**src/isr_pkg.sv**
```systemverilog
// Operation
// - Individual flag is OR of summary AND parallel mask
// - Parallel mask honours summary bit six
// - Individual flag by poll and query
// - Enabled event bit sets event summary bit
// - Operation complete after command and idle
// - Query error on unmatched read or write
// - Device error for minus three hundreds, positive
// - Execution error for minus two hundreds
// - Command error for minus one hundreds
// - User request on local; bit one unused
// - Power on bit set at power up
// - Operation register: calibration bit one only
// - Operation condition and event both queryable
// - Questionable: power, calibration, self-test bits
// - Channel sub-registers; selected channel by default
// - Service request only from bits 2,3,4,5,7
// - Only the instrument initiates service requests
// - Serial poll returns the summary byte
// - Service request on enabled summary rise
// - Event reads clear; others unchanged by read
// - Event latches per rising/falling filters
// - Summary bit six is master request summary
`default_nettype none

package isr_pkg;
    localparam int STAT_W = 16;
    localparam int SB_W = 8;
    localparam int CMD_W = 5;

    // Event status bit positions
    localparam int ESR_OPC = 0;
    localparam int ESR_QUERY_ERR = 2;
    localparam int ESR_DEV_ERR = 3;
    localparam int ESR_EXEC_ERR = 4;
    localparam int ESR_CMD_ERR = 5;
    localparam int ESR_USER_REQ = 6;
    localparam int ESR_POWER_ON = 7;

    // Status summary byte positions
    localparam int STB_ERRQ = 2;
    localparam int STB_QUES = 3;
    localparam int STB_MAV = 4;
    localparam int STB_ESB = 5;
    localparam int STB_MSS = 6;
    localparam int STB_OPER = 7;
    localparam logic [7:0] SRQ_SRC_MASK = 8'hbc;

    // Operation and questionable bit positions and implemented bits
    localparam int OPER_CAL = 1;
    localparam int QUES_POWER = 3;
    localparam int QUES_CAL = 8;
    localparam int QUES_SELFTEST = 9;
    localparam logic [15:0] OPER_VALID_MASK = 16'h0002;
    localparam logic [15:0] QUES_VALID_MASK = 16'h0308;

    // Reset values
    localparam logic [7:0] ESR_RESET = 8'h80;
    localparam logic [7:0] MASK8_RESET = 8'h00;
    localparam logic [15:0] ENABLE_RESET = 16'h0000;
    localparam logic [15:0] PTR_RESET = 16'hffff;
    localparam logic [15:0] NTR_RESET = 16'h0000;
    localparam logic [15:0] ZERO16 = 16'h0000;

    // Error code ranges, inclusive
    localparam logic signed [15:0] ERR_DEV_LO = -16'sh018f;
    localparam logic signed [15:0] ERR_DEV_HI = -16'sh012c;
    localparam logic signed [15:0] ERR_EXEC_LO = -16'sh012b;
    localparam logic signed [15:0] ERR_EXEC_HI = -16'sh00c8;
    localparam logic signed [15:0] ERR_CMD_LO = -16'sh00c7;
    localparam logic signed [15:0] ERR_CMD_HI = -16'sh0064;

    // Command codes from the remote command parser
    typedef enum logic [4:0] {
        CMD_NONE = 5'h00,
        CMD_ESR_Q = 5'h01,
        CMD_ESE_W = 5'h02,
        CMD_ESE_Q = 5'h03,
        CMD_SRE_W = 5'h04,
        CMD_SRE_Q = 5'h05,
        CMD_PPE_W = 5'h06,
        CMD_PPE_Q = 5'h07,
        CMD_STB_Q = 5'h08,
        CMD_IST_Q = 5'h09,
        CMD_CLS = 5'h0a,
        CMD_OPER_COND_Q = 5'h0b,
        CMD_OPER_EVENT_Q = 5'h0c,
        CMD_OPER_ENABLE_W = 5'h0d,
        CMD_OPER_PTR_W = 5'h0e,
        CMD_OPER_NTR_W = 5'h0f,
        CMD_QUES_COND_Q = 5'h10,
        CMD_QUES_EVENT_Q = 5'h11,
        CMD_QUES_ENABLE_W = 5'h12,
        CMD_QUES_PTR_W = 5'h13,
        CMD_QUES_NTR_W = 5'h14,
        CMD_CHAN_SEL_W = 5'h15,
        CMD_CHAN_COND_Q = 5'h16,
        CMD_SPOLL = 5'h17
    } isr_cmd_t;
endpackage

`default_nettype wire

```
**src/isr_status_top.sv**
```systemverilog
`default_nettype none

module isr_status_top #(
    parameter int NUM_CHAN = 4,
    parameter int CHAN_W = 2
) (
    input wire logic CLK_SYS_I,
    input wire logic ARST_N_I,
    input wire logic CMD_VALID_I,
    input wire logic [4:0] CMD_CODE_I,
    input wire logic [15:0] CMD_DATA_I,
    input wire logic CMD_CHAN_EXPLICIT_I,
    input wire logic [CHAN_W-1:0] CMD_CHAN_I,
    input wire logic OPC_CMD_I,
    input wire logic CMDS_DONE_I,
    input wire logic QUERY_NONE_I,
    input wire logic QUERY_UNREAD_I,
    input wire logic ERR_VALID_I,
    input wire logic [15:0] ERR_CODE_I,
    input wire logic LOCAL_MODE_I,
    input wire logic ERR_QUEUE_NONEMPTY_I,
    input wire logic MAV_I,
    input wire logic CAL_STATE_I,
    input wire logic [NUM_CHAN*16-1:0] CHAN_QUES_COND_I,
    output logic RSP_VALID_O,
    output logic [15:0] RSP_DATA_O,
    output logic [7:0] STATUS_BYTE_O,
    output logic IST_O,
    output logic SRQ_O
);
    // Elaboration check on channel count
    if (NUM_CHAN < 1 || NUM_CHAN > (1 << CHAN_W)) begin : g_chk
        $error("NUM_CHAN does not fit CHAN_W");
    end

    isr_pkg::isr_cmd_t cmd;
    logic cmd_fire;
    logic is_query;
    logic [7:0] standard_event_status;
    logic [7:0] esr_set;
    logic [7:0] event_status_enable_mask;
    logic [7:0] service_request_enable_mask;
    logic [7:0] parallel_poll_enable_mask;
    logic [7:0] stb_base;
    logic [7:0] stb;
    logic [7:0] stb_prev;
    logic [7:0] srq_rise;
    logic master_request_summary;
    logic individual_status_flag;
    logic opc_pending;
    logic local_q;
    logic [CHAN_W-1:0] sel_chan;
    logic [CHAN_W-1:0] chan_idx;
    logic signed [15:0] err_code;
    logic err_dev;
    logic err_exec;
    logic err_cmd;
    logic esr_clr;
    logic [15:0] oper_cond;
    logic [15:0] oper_cond_rd;
    logic [15:0] oper_event;
    logic oper_sum;
    logic [15:0] ques_cond_rd;
    logic [15:0] ques_event;
    logic ques_sum;
    logic [15:0] chan_word [NUM_CHAN];
    logic [15:0] ques_acc [NUM_CHAN+1];
    logic [15:0] next_rsp;

    // Command decode
    assign cmd = isr_pkg::isr_cmd_t'(CMD_CODE_I);
    assign cmd_fire = CMD_VALID_I;
    assign esr_clr = cmd_fire && (cmd == isr_pkg::CMD_ESR_Q || cmd == isr_pkg::CMD_CLS);

    // Error code classification
    assign err_code = $signed(ERR_CODE_I);
    assign err_dev = ERR_VALID_I && ((err_code >= isr_pkg::ERR_DEV_LO && err_code <= isr_pkg::ERR_DEV_HI)
        || err_code > $signed(isr_pkg::ZERO16));
    assign err_exec = ERR_VALID_I && err_code >= isr_pkg::ERR_EXEC_LO && err_code <= isr_pkg::ERR_EXEC_HI;
    assign err_cmd = ERR_VALID_I && err_code >= isr_pkg::ERR_CMD_LO && err_code <= isr_pkg::ERR_CMD_HI;

    // Event status set sources
    always_comb begin
        esr_set = isr_pkg::MASK8_RESET;
        // complete only after pending command finishes
        esr_set[isr_pkg::ESR_OPC] = opc_pending && CMDS_DONE_I;
        esr_set[isr_pkg::ESR_QUERY_ERR] = QUERY_NONE_I || QUERY_UNREAD_I;
        esr_set[isr_pkg::ESR_DEV_ERR] = err_dev;
        esr_set[isr_pkg::ESR_EXEC_ERR] = err_exec;
        esr_set[isr_pkg::ESR_CMD_ERR] = err_cmd;
        esr_set[isr_pkg::ESR_USER_REQ] = LOCAL_MODE_I && !local_q;
    end

    // Pending operation-complete tracker, a new command wins
    always_ff @(posedge CLK_SYS_I or negedge ARST_N_I) begin
        if (!ARST_N_I) begin
            opc_pending <= 1'b0;
        end else begin
            opc_pending <= OPC_CMD_I || (opc_pending && !CMDS_DONE_I);
        end
    end

    // Local control edge history
    always_ff @(posedge CLK_SYS_I or negedge ARST_N_I) begin
        if (!ARST_N_I) begin
            local_q <= 1'b0;
        end else begin
            local_q <= LOCAL_MODE_I;
        end
    end

    // read clears, set wins over clear
    always_ff @(posedge CLK_SYS_I or negedge ARST_N_I) begin
        if (!ARST_N_I) begin
            standard_event_status <= isr_pkg::ESR_RESET;
        end else begin
            standard_event_status <= (esr_clr ? isr_pkg::MASK8_RESET : standard_event_status) | esr_set;
        end
    end

    // Enable masks and channel select, written by commands
    always_ff @(posedge CLK_SYS_I or negedge ARST_N_I) begin
        if (!ARST_N_I) begin
            event_status_enable_mask <= isr_pkg::MASK8_RESET;
            service_request_enable_mask <= isr_pkg::MASK8_RESET;
            parallel_poll_enable_mask <= isr_pkg::MASK8_RESET;
            sel_chan <= '0;
        end else if (cmd_fire) begin
            if (cmd == isr_pkg::CMD_ESE_W) begin
                event_status_enable_mask <= CMD_DATA_I[7:0];
            end
            if (cmd == isr_pkg::CMD_SRE_W) begin
                service_request_enable_mask <= CMD_DATA_I[7:0];
            end
            if (cmd == isr_pkg::CMD_PPE_W) begin
                parallel_poll_enable_mask <= CMD_DATA_I[7:0];
            end
            if (cmd == isr_pkg::CMD_CHAN_SEL_W) begin
                sel_chan <= CMD_DATA_I[CHAN_W-1:0];
            end
        end
    end

    // operation condition carries calibration state only
    always_comb begin
        oper_cond = isr_pkg::ZERO16;
        oper_cond[isr_pkg::OPER_CAL] = CAL_STATE_I;
    end

    // operation register with condition and event parts
    isr_scpi_reg #(
        .VALID_MASK(isr_pkg::OPER_VALID_MASK)
    ) u_oper (
        .clk_i(CLK_SYS_I),
        .arst_n_i(ARST_N_I),
        .cond_i(oper_cond),
        .wdata_i(CMD_DATA_I),
        .en_wr_i(cmd_fire && cmd == isr_pkg::CMD_OPER_ENABLE_W),
        .ptr_wr_i(cmd_fire && cmd == isr_pkg::CMD_OPER_PTR_W),
        .ntr_wr_i(cmd_fire && cmd == isr_pkg::CMD_OPER_NTR_W),
        .event_rd_i(cmd_fire && cmd == isr_pkg::CMD_OPER_EVENT_Q),
        .clear_i(cmd_fire && cmd == isr_pkg::CMD_CLS),
        .cond_o(oper_cond_rd),
        .event_o(oper_event),
        .summary_o(oper_sum)
    );

    // questionable condition gathered from every channel
    assign ques_acc[0] = isr_pkg::ZERO16;
    for (genvar i = 0; i < NUM_CHAN; i++) begin : g_chan
        assign chan_word[i] = CHAN_QUES_COND_I[i*16 +: 16];
        assign ques_acc[i+1] = ques_acc[i] | chan_word[i];
    end

    // questionable keeps power, calibration and self-test bits
    isr_scpi_reg #(
        .VALID_MASK(isr_pkg::QUES_VALID_MASK)
    ) u_ques (
        .clk_i(CLK_SYS_I),
        .arst_n_i(ARST_N_I),
        .cond_i(ques_acc[NUM_CHAN]),
        .wdata_i(CMD_DATA_I),
        .en_wr_i(cmd_fire && cmd == isr_pkg::CMD_QUES_ENABLE_W),
        .ptr_wr_i(cmd_fire && cmd == isr_pkg::CMD_QUES_PTR_W),
        .ntr_wr_i(cmd_fire && cmd == isr_pkg::CMD_QUES_NTR_W),
        .event_rd_i(cmd_fire && cmd == isr_pkg::CMD_QUES_EVENT_Q),
        .clear_i(cmd_fire && cmd == isr_pkg::CMD_CLS),
        .cond_o(ques_cond_rd),
        .event_o(ques_event),
        .summary_o(ques_sum)
    );

    // explicit channel overrides the selected one
    assign chan_idx = CMD_CHAN_EXPLICIT_I ? CMD_CHAN_I : sel_chan;

    // Status summary byte without its request bit
    always_comb begin
        stb_base = isr_pkg::MASK8_RESET;
        stb_base[isr_pkg::STB_ERRQ] = ERR_QUEUE_NONEMPTY_I;
        stb_base[isr_pkg::STB_QUES] = ques_sum;
        stb_base[isr_pkg::STB_MAV] = MAV_I;
        // event summary from enabled event bits
        stb_base[isr_pkg::STB_ESB] = |(standard_event_status & event_status_enable_mask);
        stb_base[isr_pkg::STB_OPER] = oper_sum;
    end

    // only bits 2,3,4,5,7 may request service
    assign master_request_summary = |(stb_base & service_request_enable_mask & isr_pkg::SRQ_SRC_MASK);

    always_comb begin
        stb = stb_base;
        stb[isr_pkg::STB_MSS] = master_request_summary;
    end

    // AND with parallel mask, then OR
    // bit six included here, unlike service requests
    assign individual_status_flag = |(stb & parallel_poll_enable_mask);

    // new enabled source raises a request
    assign srq_rise = stb_base & ~stb_prev & service_request_enable_mask & isr_pkg::SRQ_SRC_MASK;

    // Source history for request edges
    always_ff @(posedge CLK_SYS_I or negedge ARST_N_I) begin
        if (!ARST_N_I) begin
            stb_prev <= isr_pkg::MASK8_RESET;
        end else begin
            stb_prev <= stb_base;
        end
    end

    // request driven only from internal status
    always_ff @(posedge CLK_SYS_I or negedge ARST_N_I) begin
        if (!ARST_N_I) begin
            SRQ_O <= 1'b0;
        end else if (|srq_rise) begin
            SRQ_O <= 1'b1;
        end else if (!master_request_summary || (cmd_fire && cmd == isr_pkg::CMD_SPOLL)) begin
            SRQ_O <= 1'b0;
        end
    end

    // summary byte presented for serial poll
    always_ff @(posedge CLK_SYS_I or negedge ARST_N_I) begin
        if (!ARST_N_I) begin
            STATUS_BYTE_O <= isr_pkg::MASK8_RESET;
            IST_O <= 1'b0;
        end else begin
            STATUS_BYTE_O <= stb;
            IST_O <= individual_status_flag;
        end
    end

    // Query response selection
    always_comb begin
        next_rsp = isr_pkg::ZERO16;
        is_query = 1'b1;
        unique case (cmd)
            isr_pkg::CMD_ESR_Q: next_rsp = {8'h00, standard_event_status};
            isr_pkg::CMD_ESE_Q: next_rsp = {8'h00, event_status_enable_mask};
            isr_pkg::CMD_SRE_Q: next_rsp = {8'h00, service_request_enable_mask};
            isr_pkg::CMD_PPE_Q: next_rsp = {8'h00, parallel_poll_enable_mask};
            isr_pkg::CMD_STB_Q, isr_pkg::CMD_SPOLL: next_rsp = {8'h00, stb};
            // query form of the individual flag
            isr_pkg::CMD_IST_Q: next_rsp = {15'h0000, individual_status_flag};
            isr_pkg::CMD_OPER_COND_Q: next_rsp = oper_cond_rd;
            isr_pkg::CMD_OPER_EVENT_Q: next_rsp = oper_event;
            isr_pkg::CMD_QUES_COND_Q: next_rsp = ques_cond_rd;
            isr_pkg::CMD_QUES_EVENT_Q: next_rsp = ques_event;
            isr_pkg::CMD_CHAN_COND_Q: begin
                if (32'(chan_idx) < NUM_CHAN) begin
                    next_rsp = chan_word[chan_idx];
                end
            end
            default: is_query = 1'b0;
        endcase
    end

    // Response register, one cycle after the command
    always_ff @(posedge CLK_SYS_I or negedge ARST_N_I) begin
        if (!ARST_N_I) begin
            RSP_VALID_O <= 1'b0;
            RSP_DATA_O <= isr_pkg::ZERO16;
        end else begin
            RSP_VALID_O <= cmd_fire && is_query;
            if (cmd_fire && is_query) begin
                RSP_DATA_O <= next_rsp;
            end
        end
    end

    a_ist_bit6: assert property (@(posedge CLK_SYS_I) disable iff (!ARST_N_I)
        (parallel_poll_enable_mask[isr_pkg::STB_MSS] && master_request_summary) |=> IST_O)
        else $error("bit six not honoured by parallel mask");
    a_ist_masked: assert property (@(posedge CLK_SYS_I) disable iff (!ARST_N_I)
        (parallel_poll_enable_mask == isr_pkg::MASK8_RESET) |=> !IST_O)
        else $error("individual flag set with empty mask");
    a_esb_raise: assert property (@(posedge CLK_SYS_I) disable iff (!ARST_N_I)
        ((|(esr_set & event_status_enable_mask)) && !(cmd_fire && (cmd == isr_pkg::CMD_ESE_W || cmd == isr_pkg::CMD_CLS)))
        |=> ##1 STATUS_BYTE_O[isr_pkg::STB_ESB])
        else $error("event summary bit not raised");
    a_opc_cause: assert property (@(posedge CLK_SYS_I) disable iff (!ARST_N_I)
        (!standard_event_status[isr_pkg::ESR_OPC] ##1 standard_event_status[isr_pkg::ESR_OPC]) |-> $past(opc_pending && CMDS_DONE_I))
        else $error("operation complete without pending command");
    a_query_err: assert property (@(posedge CLK_SYS_I) disable iff (!ARST_N_I)
        (QUERY_NONE_I || QUERY_UNREAD_I) |=> standard_event_status[isr_pkg::ESR_QUERY_ERR])
        else $error("query error not latched");
    a_dev_err: assert property (@(posedge CLK_SYS_I) disable iff (!ARST_N_I)
        (ERR_VALID_I && err_code == isr_pkg::ERR_DEV_HI) |=> standard_event_status[isr_pkg::ESR_DEV_ERR])
        else $error("device error not latched");
    a_exec_err: assert property (@(posedge CLK_SYS_I) disable iff (!ARST_N_I)
        (ERR_VALID_I && err_code == isr_pkg::ERR_EXEC_HI) |=> standard_event_status[isr_pkg::ESR_EXEC_ERR])
        else $error("execution error not latched");
    a_cmd_err: assert property (@(posedge CLK_SYS_I) disable iff (!ARST_N_I)
        (ERR_VALID_I && err_code == isr_pkg::ERR_CMD_LO) |=> standard_event_status[isr_pkg::ESR_CMD_ERR])
        else $error("command error not latched");
    a_bit1_unused: assert property (@(posedge CLK_SYS_I) disable iff (!ARST_N_I)
        !standard_event_status[1])
        else $error("unused event bit set");
    a_srq_cause: assert property (@(posedge CLK_SYS_I) disable iff (!ARST_N_I)
        $rose(SRQ_O) |-> $past(|srq_rise))
        else $error("service request without enabled rise");
    a_srq_raise: assert property (@(posedge CLK_SYS_I) disable iff (!ARST_N_I)
        (|srq_rise) |=> SRQ_O)
        else $error("service request not raised");
    a_esr_clear: assert property (@(posedge CLK_SYS_I) disable iff (!ARST_N_I)
        (cmd_fire && cmd == isr_pkg::CMD_ESR_Q && esr_set == isr_pkg::MASK8_RESET)
        |=> (standard_event_status == isr_pkg::MASK8_RESET) && RSP_VALID_O && RSP_DATA_O[7:0] == $past(standard_event_status))
        else $error("event status read did not return and clear");
endmodule

`default_nettype wire

```
**src/isr_scpi_reg.sv**
```systemverilog
`default_nettype none

module isr_scpi_reg #(
    parameter logic [15:0] VALID_MASK = 16'hffff
) (
    input wire logic clk_i,
    input wire logic arst_n_i,
    input wire logic [15:0] cond_i,
    input wire logic [15:0] wdata_i,
    input wire logic en_wr_i,
    input wire logic ptr_wr_i,
    input wire logic ntr_wr_i,
    input wire logic event_rd_i,
    input wire logic clear_i,
    output logic [15:0] cond_o,
    output logic [15:0] event_o,
    output logic summary_o
);
    logic [15:0] cond_q;
    logic [15:0] enable;
    logic [15:0] ptr;
    logic [15:0] falling_transition_filter;
    logic [15:0] event_bits;
    logic [15:0] rise;
    logic [15:0] fall;

    // Unimplemented bits, bit 15 among them, always read zero
    assign cond_o = cond_i & VALID_MASK;
    assign event_o = event_bits;
    assign summary_o = |(event_bits & enable);

    assign rise = cond_o & ~cond_q & ptr;
    assign fall = ~cond_o & cond_q & falling_transition_filter;

    // Previous condition for edge detection
    always_ff @(posedge clk_i or negedge arst_n_i) begin
        if (!arst_n_i) begin
            cond_q <= isr_pkg::ZERO16;
        end else begin
            cond_q <= cond_o;
        end
    end

    // Writable filter and enable parts; reads do not touch them
    always_ff @(posedge clk_i or negedge arst_n_i) begin
        if (!arst_n_i) begin
            enable <= isr_pkg::ENABLE_RESET;
            ptr <= isr_pkg::PTR_RESET;
            falling_transition_filter <= isr_pkg::NTR_RESET;
        end else begin
            if (en_wr_i) begin
                enable <= wdata_i & VALID_MASK;
            end
            if (ptr_wr_i) begin
                ptr <= wdata_i & VALID_MASK;
            end
            if (ntr_wr_i) begin
                falling_transition_filter <= wdata_i & VALID_MASK;
            end
        end
    end

    // event cleared by read, new edge wins
    always_ff @(posedge clk_i or negedge arst_n_i) begin
        if (!arst_n_i) begin
            event_bits <= isr_pkg::ZERO16;
        end else begin
            event_bits <= ((event_rd_i || clear_i) ? isr_pkg::ZERO16 : event_bits) | rise | fall;
        end
    end

    a_event_edge: assert property (@(posedge clk_i) disable iff (!arst_n_i)
        ((rise | fall) != isr_pkg::ZERO16) |=> ((event_bits & $past(rise | fall)) == $past(rise | fall)))
        else $error("filtered edge did not latch");
    a_event_cause: assert property (@(posedge clk_i) disable iff (!arst_n_i)
        (event_rd_i && (rise | fall) == isr_pkg::ZERO16) |=> event_bits == isr_pkg::ZERO16)
        else $error("event set without filtered edge");
endmodule

`default_nettype wire

```
**config.mk**
```make
export PLATFORM = sky130hd
export DESIGN_NAME = isr_status_top
export DESIGN_NICKNAME = d
export VERILOG_FILES = /design/src/isr_pkg.sv /design/src/isr_status_top.sv /design/src/isr_scpi_reg.sv
export SDC_FILE = /design/constraint.sdc
export NUM_CORES = 1
export LEC_CHECK = 0
export CORE_MARGIN = 4
export CORE_UTILIZATION = 55
export DETAILED_ROUTE_END_ITERATION = 8
export DONT_BUFFER_PORTS = 1
export GPL_TIMING_DRIVEN = 1
export HOLD_SLACK_MARGIN = 0.05
export PLACE_DENSITY = 0.79
export SLEW_MARGIN = 10
export SYNTH_ARGS = -nofsm -noshare
export SYNTH_HDL_FRONTEND = slang
export SYNTH_HIERARCHICAL = 1
export SYNTH_SLANG_ARGS = --single-unit
export TNS_END_PERCENT = 30
```
**constraint.sdc**
```tcl
create_clock -name CLK_SYS_I -period 5.7 [get_ports CLK_SYS_I]
set_input_delay 1.71 -clock CLK_SYS_I [delete_from_list [all_inputs] [get_ports CLK_SYS_I]]
set_output_delay 1.71 -clock CLK_SYS_I [all_outputs]
set_load 0.005 [all_outputs]
```
# Word level (Yosys, flattened, before mapping)
# Cells that the tools add are included.
[totals]
wordCells = 138
output_inout_bits = 27
input_bits = 116
reg_bits = 142
[op_classes]
bitwise = 29
mux = 11
order_cmp = 8
reduce_logical = 44
eq_ne = 23
[ops]
columns = ["operator", "n"]
rows = [
  ["one-hot mux 16 bit (11 select lines)", 1],
  ["2-to-1 mux 16 bit", 4],
  ["OR 16 bit", 4],
  ["AND 16 x 10 -> 16 bit", 3],
  ["AND 16 x 2 -> 16 bit", 3],
  ["AND 8 bit", 5],
  ["== test 5 x 4 -> 1 bit, second input constant", 8],
  ["== test 5 bit, second input constant", 8],
  ["AND 16 bit", 2],
  ["binary-select mux 16 bit (select 2 bit)", 1],
  ["greater-or-equal comparator 16 x 10 -> 1 bit, second input constant", 2],
  ["inverter 10 -> 16 bit", 2],
  ["inverter 2 -> 16 bit", 2],
  ["OR reduction 16 bit", 2],
  ["OR 10 bit", 3],
  ["logical AND 1 bit", 21],
  ["== test 5 x 3 -> 1 bit, second input constant", 4],
  ["AND 10 x 16 -> 16 bit", 1],
  ["AND 2 x 16 -> 16 bit", 1],
  ["greater-or-equal comparator 16 x 9 -> 1 bit, second input constant", 1],
  ["greater-than comparator 16 x 1 -> 1 bit, second input constant", 1],
  ["less-or-equal comparator 16 x 10 -> 1 bit, second input constant", 1],
  ["less-or-equal comparator 16 x 8 -> 1 bit, second input constant", 1],
  ["less-or-equal comparator 16 x 9 -> 1 bit, second input constant", 1],
  ["17 further kinds", 33],
]

# Longest topological paths before layout
[logic_depth]
ltp_word = 8
mapped_depth = 8
depth_no_buf = 8

# Modules after synthesis
# Netlist, hierarchy kept.
[modules_own_cells]
columns = ["module", "instances", "cells_per_inst", "area_each_um2", "seq_area_each_um2"]
rows = [
  ["isr_status_top", 1, 414, 4151.5, 1502.7],
  ["isr_scpi_reg at u_ques", 1, 68, 813.3, 379.1],
  ["isr_scpi_reg at u_oper", 1, 45, 435.4, 126.4],
]

# Worst setup path before layout
# No wires, ideal clock.
[synth_path]
path_type = "in2reg"
start = "input CMD_CHAN_EXPLICIT_I"
end = "register RSP_DATA_O[4]"
path_stages = 6
setup_slack_ns = 2.387
t_arrival_ns = 3.187
setup_time_ns = 0.126
n_path_buf = 1
required_ns = 5.574
cell_sequence = "buf_6 > mux2i_4 > mux4_1 > nand2_1 > nand2_1 > o32a_1"
[synth_via]
elab_chain_len = 6
[synth_lines]
columns = ["element", "line", "text"]
rows = [
  ["start, declared", "isr_status_top.sv:12", "input wire logic CMD_CHAN_EXPLICIT_I,"],
  ["2-to-1 mux 2 bit", "isr_status_top.sv:194", "assign chan_idx = CMD_CHAN_EXPLICIT_I ? CMD_CHAN_I : sel_chan;"],
  ["inverter 2 -> 3 bit (implied by the code)", "isr_status_top.sv:271", "next_rsp = chan_word[chan_idx];"],
  ["binary-select mux 16 bit (select 2 bit)", "isr_status_top.sv:271", ""],
  ["2-to-1 mux 16 bit (implied by the code) (2 in series)", "isr_status_top.sv:271", ""],
  ["one-hot mux 16 bit (11 select lines)", "isr_status_top.sv:257", "unique case (cmd)"],
  ["end signal, assigned", "isr_status_top.sv:282", "RSP_DATA_O <= isr_pkg::ZERO16;"],
  ["end signal, assigned", "isr_status_top.sv:286", "RSP_DATA_O <= next_rsp;"],
  ["end, declared", "isr_status_top.sv:26", "output logic [15:0] RSP_DATA_O,"],
]
# Every way passes these cells. The select of a mux whose other input is x is not followed.
# A chain may end at the register's enable or synchronous reset.

# Final worst setup path
[layout_path]
start = "input CMD_CODE_I[1]"
end = "register RSP_DATA_O[6]"
[layout_via]
elab_chain_len = 4
elab_cells_between_ends = 17
classes_between = "eq/ne (12); mux (2); reduce/logical (3)"
[layout_lines]
columns = ["element", "line", "text"]
rows = [
  ["start, declared", "isr_status_top.sv:10", "input wire logic [4:0] CMD_CODE_I,"],
  ["== test 5 x 1 -> 1 bit, or another cell as far along", "isr_status_top.sv:257", ""],
  ["OR reduction 12 bit (no source line)", "n/a", ""],
  ["2-to-1 mux 1 bit", "isr_status_top.sv:257", ""],
  ["logical AND 1 bit", "isr_status_top.sv:285", "if (cmd_fire && is_query) begin"],
]
# Parallel ways exist; a longest one is shown, timed or not.

==> summary.txt <==
Layout
  • Layout Nets: 611
  • Layout cell share with drive strength beyond 1: between 10% and 20%
  • Synthesis-to-finish area growth: -0.873%
  • Fill count: 809
  • Antenna Diode Count: 0

Setup path
  • CP endpoint kind: register
  • Kind of critical path: input port to register
  • CP top delay family: simple AND/OR/NAND/NOR gates
  • Reg2Reg Setup Slack: between 3000 and 4000 ps
  • CP max FO: 18
  • Reg2Reg Depth: 5
  • Critical Path Sink: RSP_DATA_O[6]
  • Crit-path max cell delay: 690 ps
  • Startpoint Class: input port
  • Worst-path cell chain: nor2b_1 > and3_1 > o311ai_0 > o21ai_0 > o32a_1
  • CP max-delay cell: and3_1
  • CP startpoint: CMD_CODE_I[1]
  • Reg2reg start: sel_chan[0]
  • Buffers & Inverters on Critical Path: 0
  • Cell count along the critical path: 5
  • Crit path required time: about 6000 ps
  • Worst EP arrival: ~3600 ps
  • Reg2reg end: RSP_DATA_O[7]

Clock tree
  • Reg clk slew, reported paths: roughly 90 ps
  • TritonCTS buffer count: 9
  • PostCTS Resize Cnt: 0
  • CTS tree: done
  • Clk buf depth: 2
  • Skew-Pair Late Insertion Delay: approximately 370 ps
  • Clock sink count: 80
  • Setup repair bufs after CTS: 0
  • H-tree depth: 3
  • Root Buffer: clkbuf_8
  • Hold bufs inserted after CTS: 0

Die
  • Core Area: 9330 um^2
  • Initial Util: between 50 and 60%
  • Row count: 35
  • Die Wd: ~110 um
  • Die Height: around 110 um
  • Die area: approximately 11000 um^2
  • Top-Level Pins: roughly 140

Power
  • Pwr Density: around 290 nW/um^2
  • Leakage: approximately 2.2 nW
  • VDD IR-drop max: around 0.14 mV
  • Final Power: 0.00150 W

Timing
  • Post-layout min period: 3300 ps
  • Fmax: a little over 300 MHz
  • Max Slew Vio Count: 0
  • Unrepaired setup endpoints after global routing: no
  • Relative slew slack: between 15 and 20%
  • Skew final: 7.54 ps
  • Setup TNS: 0 ps
  • Crit share post-route: between 50% and 60%
  • Worst slew pin tran: ~1200 ps
  • Final Hold Fails: 0
  • # setup viols final: 0

Global routing
  • Vias in the first global route: ~4000
  • First-pass GRT wire length: 20300 um
  • Largest net degree at the start of global routing: 81
  • Initial antenna violation count: 0
  • Overflow after GRT: 0
  • Tot GR Track Use: a little under a quarter

Place
  • Post-DP HPWL: 9700 um
  • Placer's final routability congestion estimate: between 0.9 and 1
  • Port bufs: 0

Route
  • Via Count: between 3000 and 4000
  • WL/cell: approximately 20 um
  • Vias/cell: 6.33
  • ANT nets after route: 0
  • Initial drt markers: 340
  • # DRC: 0
  • Pre-antenna DRT Iters: 5
  • Overall routed net length: roughly 13000 um

Yosys
  • Synthesis Warnings: 6
  • Syn avg cell area: between 10 and 15 um^2
  • Mapped Area: roughly 5300 um^2
  • Post-Synthesis Cells: 514

Hold path
  • Worst min-delay path category: register to register

Flow run
  • Max Cap Viol: 0

Run status
  • Outcome: finished, final reports clean
## state kept, by name, summed over array words and instances (netlist names), 2 cells and up
register	count
parallel_poll_enable_mask	8
event_status_enable_mask	8
sel_chan	2
service_request_enable_mask	8
u_ques/falling_transition_filter	3
u_ques/enable	3
standard_event_status	7
u_ques/cond_q	3
u_ques/ptr	3
RSP_DATA_O	16
u_ques/event_o	3
STATUS_BYTE_O	6
## cell usage in the layout, fill, tap and decap left out, drive strengths merged, types with 6 or more instances in the layout
cell	count
nand2b	8
a31oi	9
mux2i	9
a32oi	10
o211ai	7
and2	6
nand3	9
mux4	14
dfrtp	75
nor3	10
a21oi	6
o32a	6
inv	13
and3	7
a22o	10
nand2	59
a221oi	9
mux2	40
clkbuf	9
conb	58
a22oi	11
nor2	24
o21ai	11
## layer usage
metal  vias to the layer above  routed length (um)  GRT usage (%)
met3                        40                1430           8.74
met2                       215                6340           38.1
met5                         -                   0              0
met4                         0                 427           9.25
met1                      1939                4650           27.0
li1                       1786                   -              -
## area by class of cell
cell class | instances | area, um^2 | area share [%]
Timing Repair Buffer | 2 | 15.0 | 0.286
Clock buffer | 9 | 124 | 2.36
Tap cell | 129 | 161 | 3.07
Clock inverter | 7 | 80.1 | 1.52
Multi-Input combinational cell | 391 | 2830 | 53.8
Inverter | 11 | 41.3 | 0.786
Sequential cell | 80 | 2010 | 38.2
## how the worst min path moves through the flow
| stage | start | to | cells after the start | slack (ps) |
|---|---|---|---|---|
| final | local_q | standard_event_status[6] | 1 | 430 |
| after CTS | local_q | standard_event_status[6] | 1 | 430 |
| after global routing | local_q | standard_event_status[6] | 1 | 460 |
| after detailed placement | local_q | standard_event_status[6] | 1 | 420 |
| after global placement | local_q | standard_event_status[6] | 1 | 410 |
| after floorplan | local_q | standard_event_status[6] | 1 | 400 |
## worst reg2reg max path, stage by stage, from the launching register on
cell and delay, ps:
dfrtp_1 460, mux2i_4 700, mux4_1 670, nand2_1 90, nand2_1 70, o32a_1 290
## per-stage QoR
| step | setup WS, ps | std cells | util, % | cell area, um^2 | hold slack [ps] |
|---|---|---|---|---|---|
| floorplan | 2390 | 569 | - | 5510 | 400 |
| global placement | 2090 | 613 | 54.2 | 5050 | 408 |
| detailed placement | 2030 | 613 | 54.2 | 5050 | 419 |
| CTS | 2420 | 629 | 56.4 | 5260 | 431 |
| global route | 2240 | 629 | 56.4 | 5260 | 461 |
| finish | 2400 | 629 | 56.4 | 5260 | 430 |
## power breakdown
group / switching, W / internal, W
Sequential: 0.0000919 / 0.000685
Clock: 0.000227 / 0.000207
Combinational: 0.000139 / 0.000150
(Power assumes the default switching activity.)
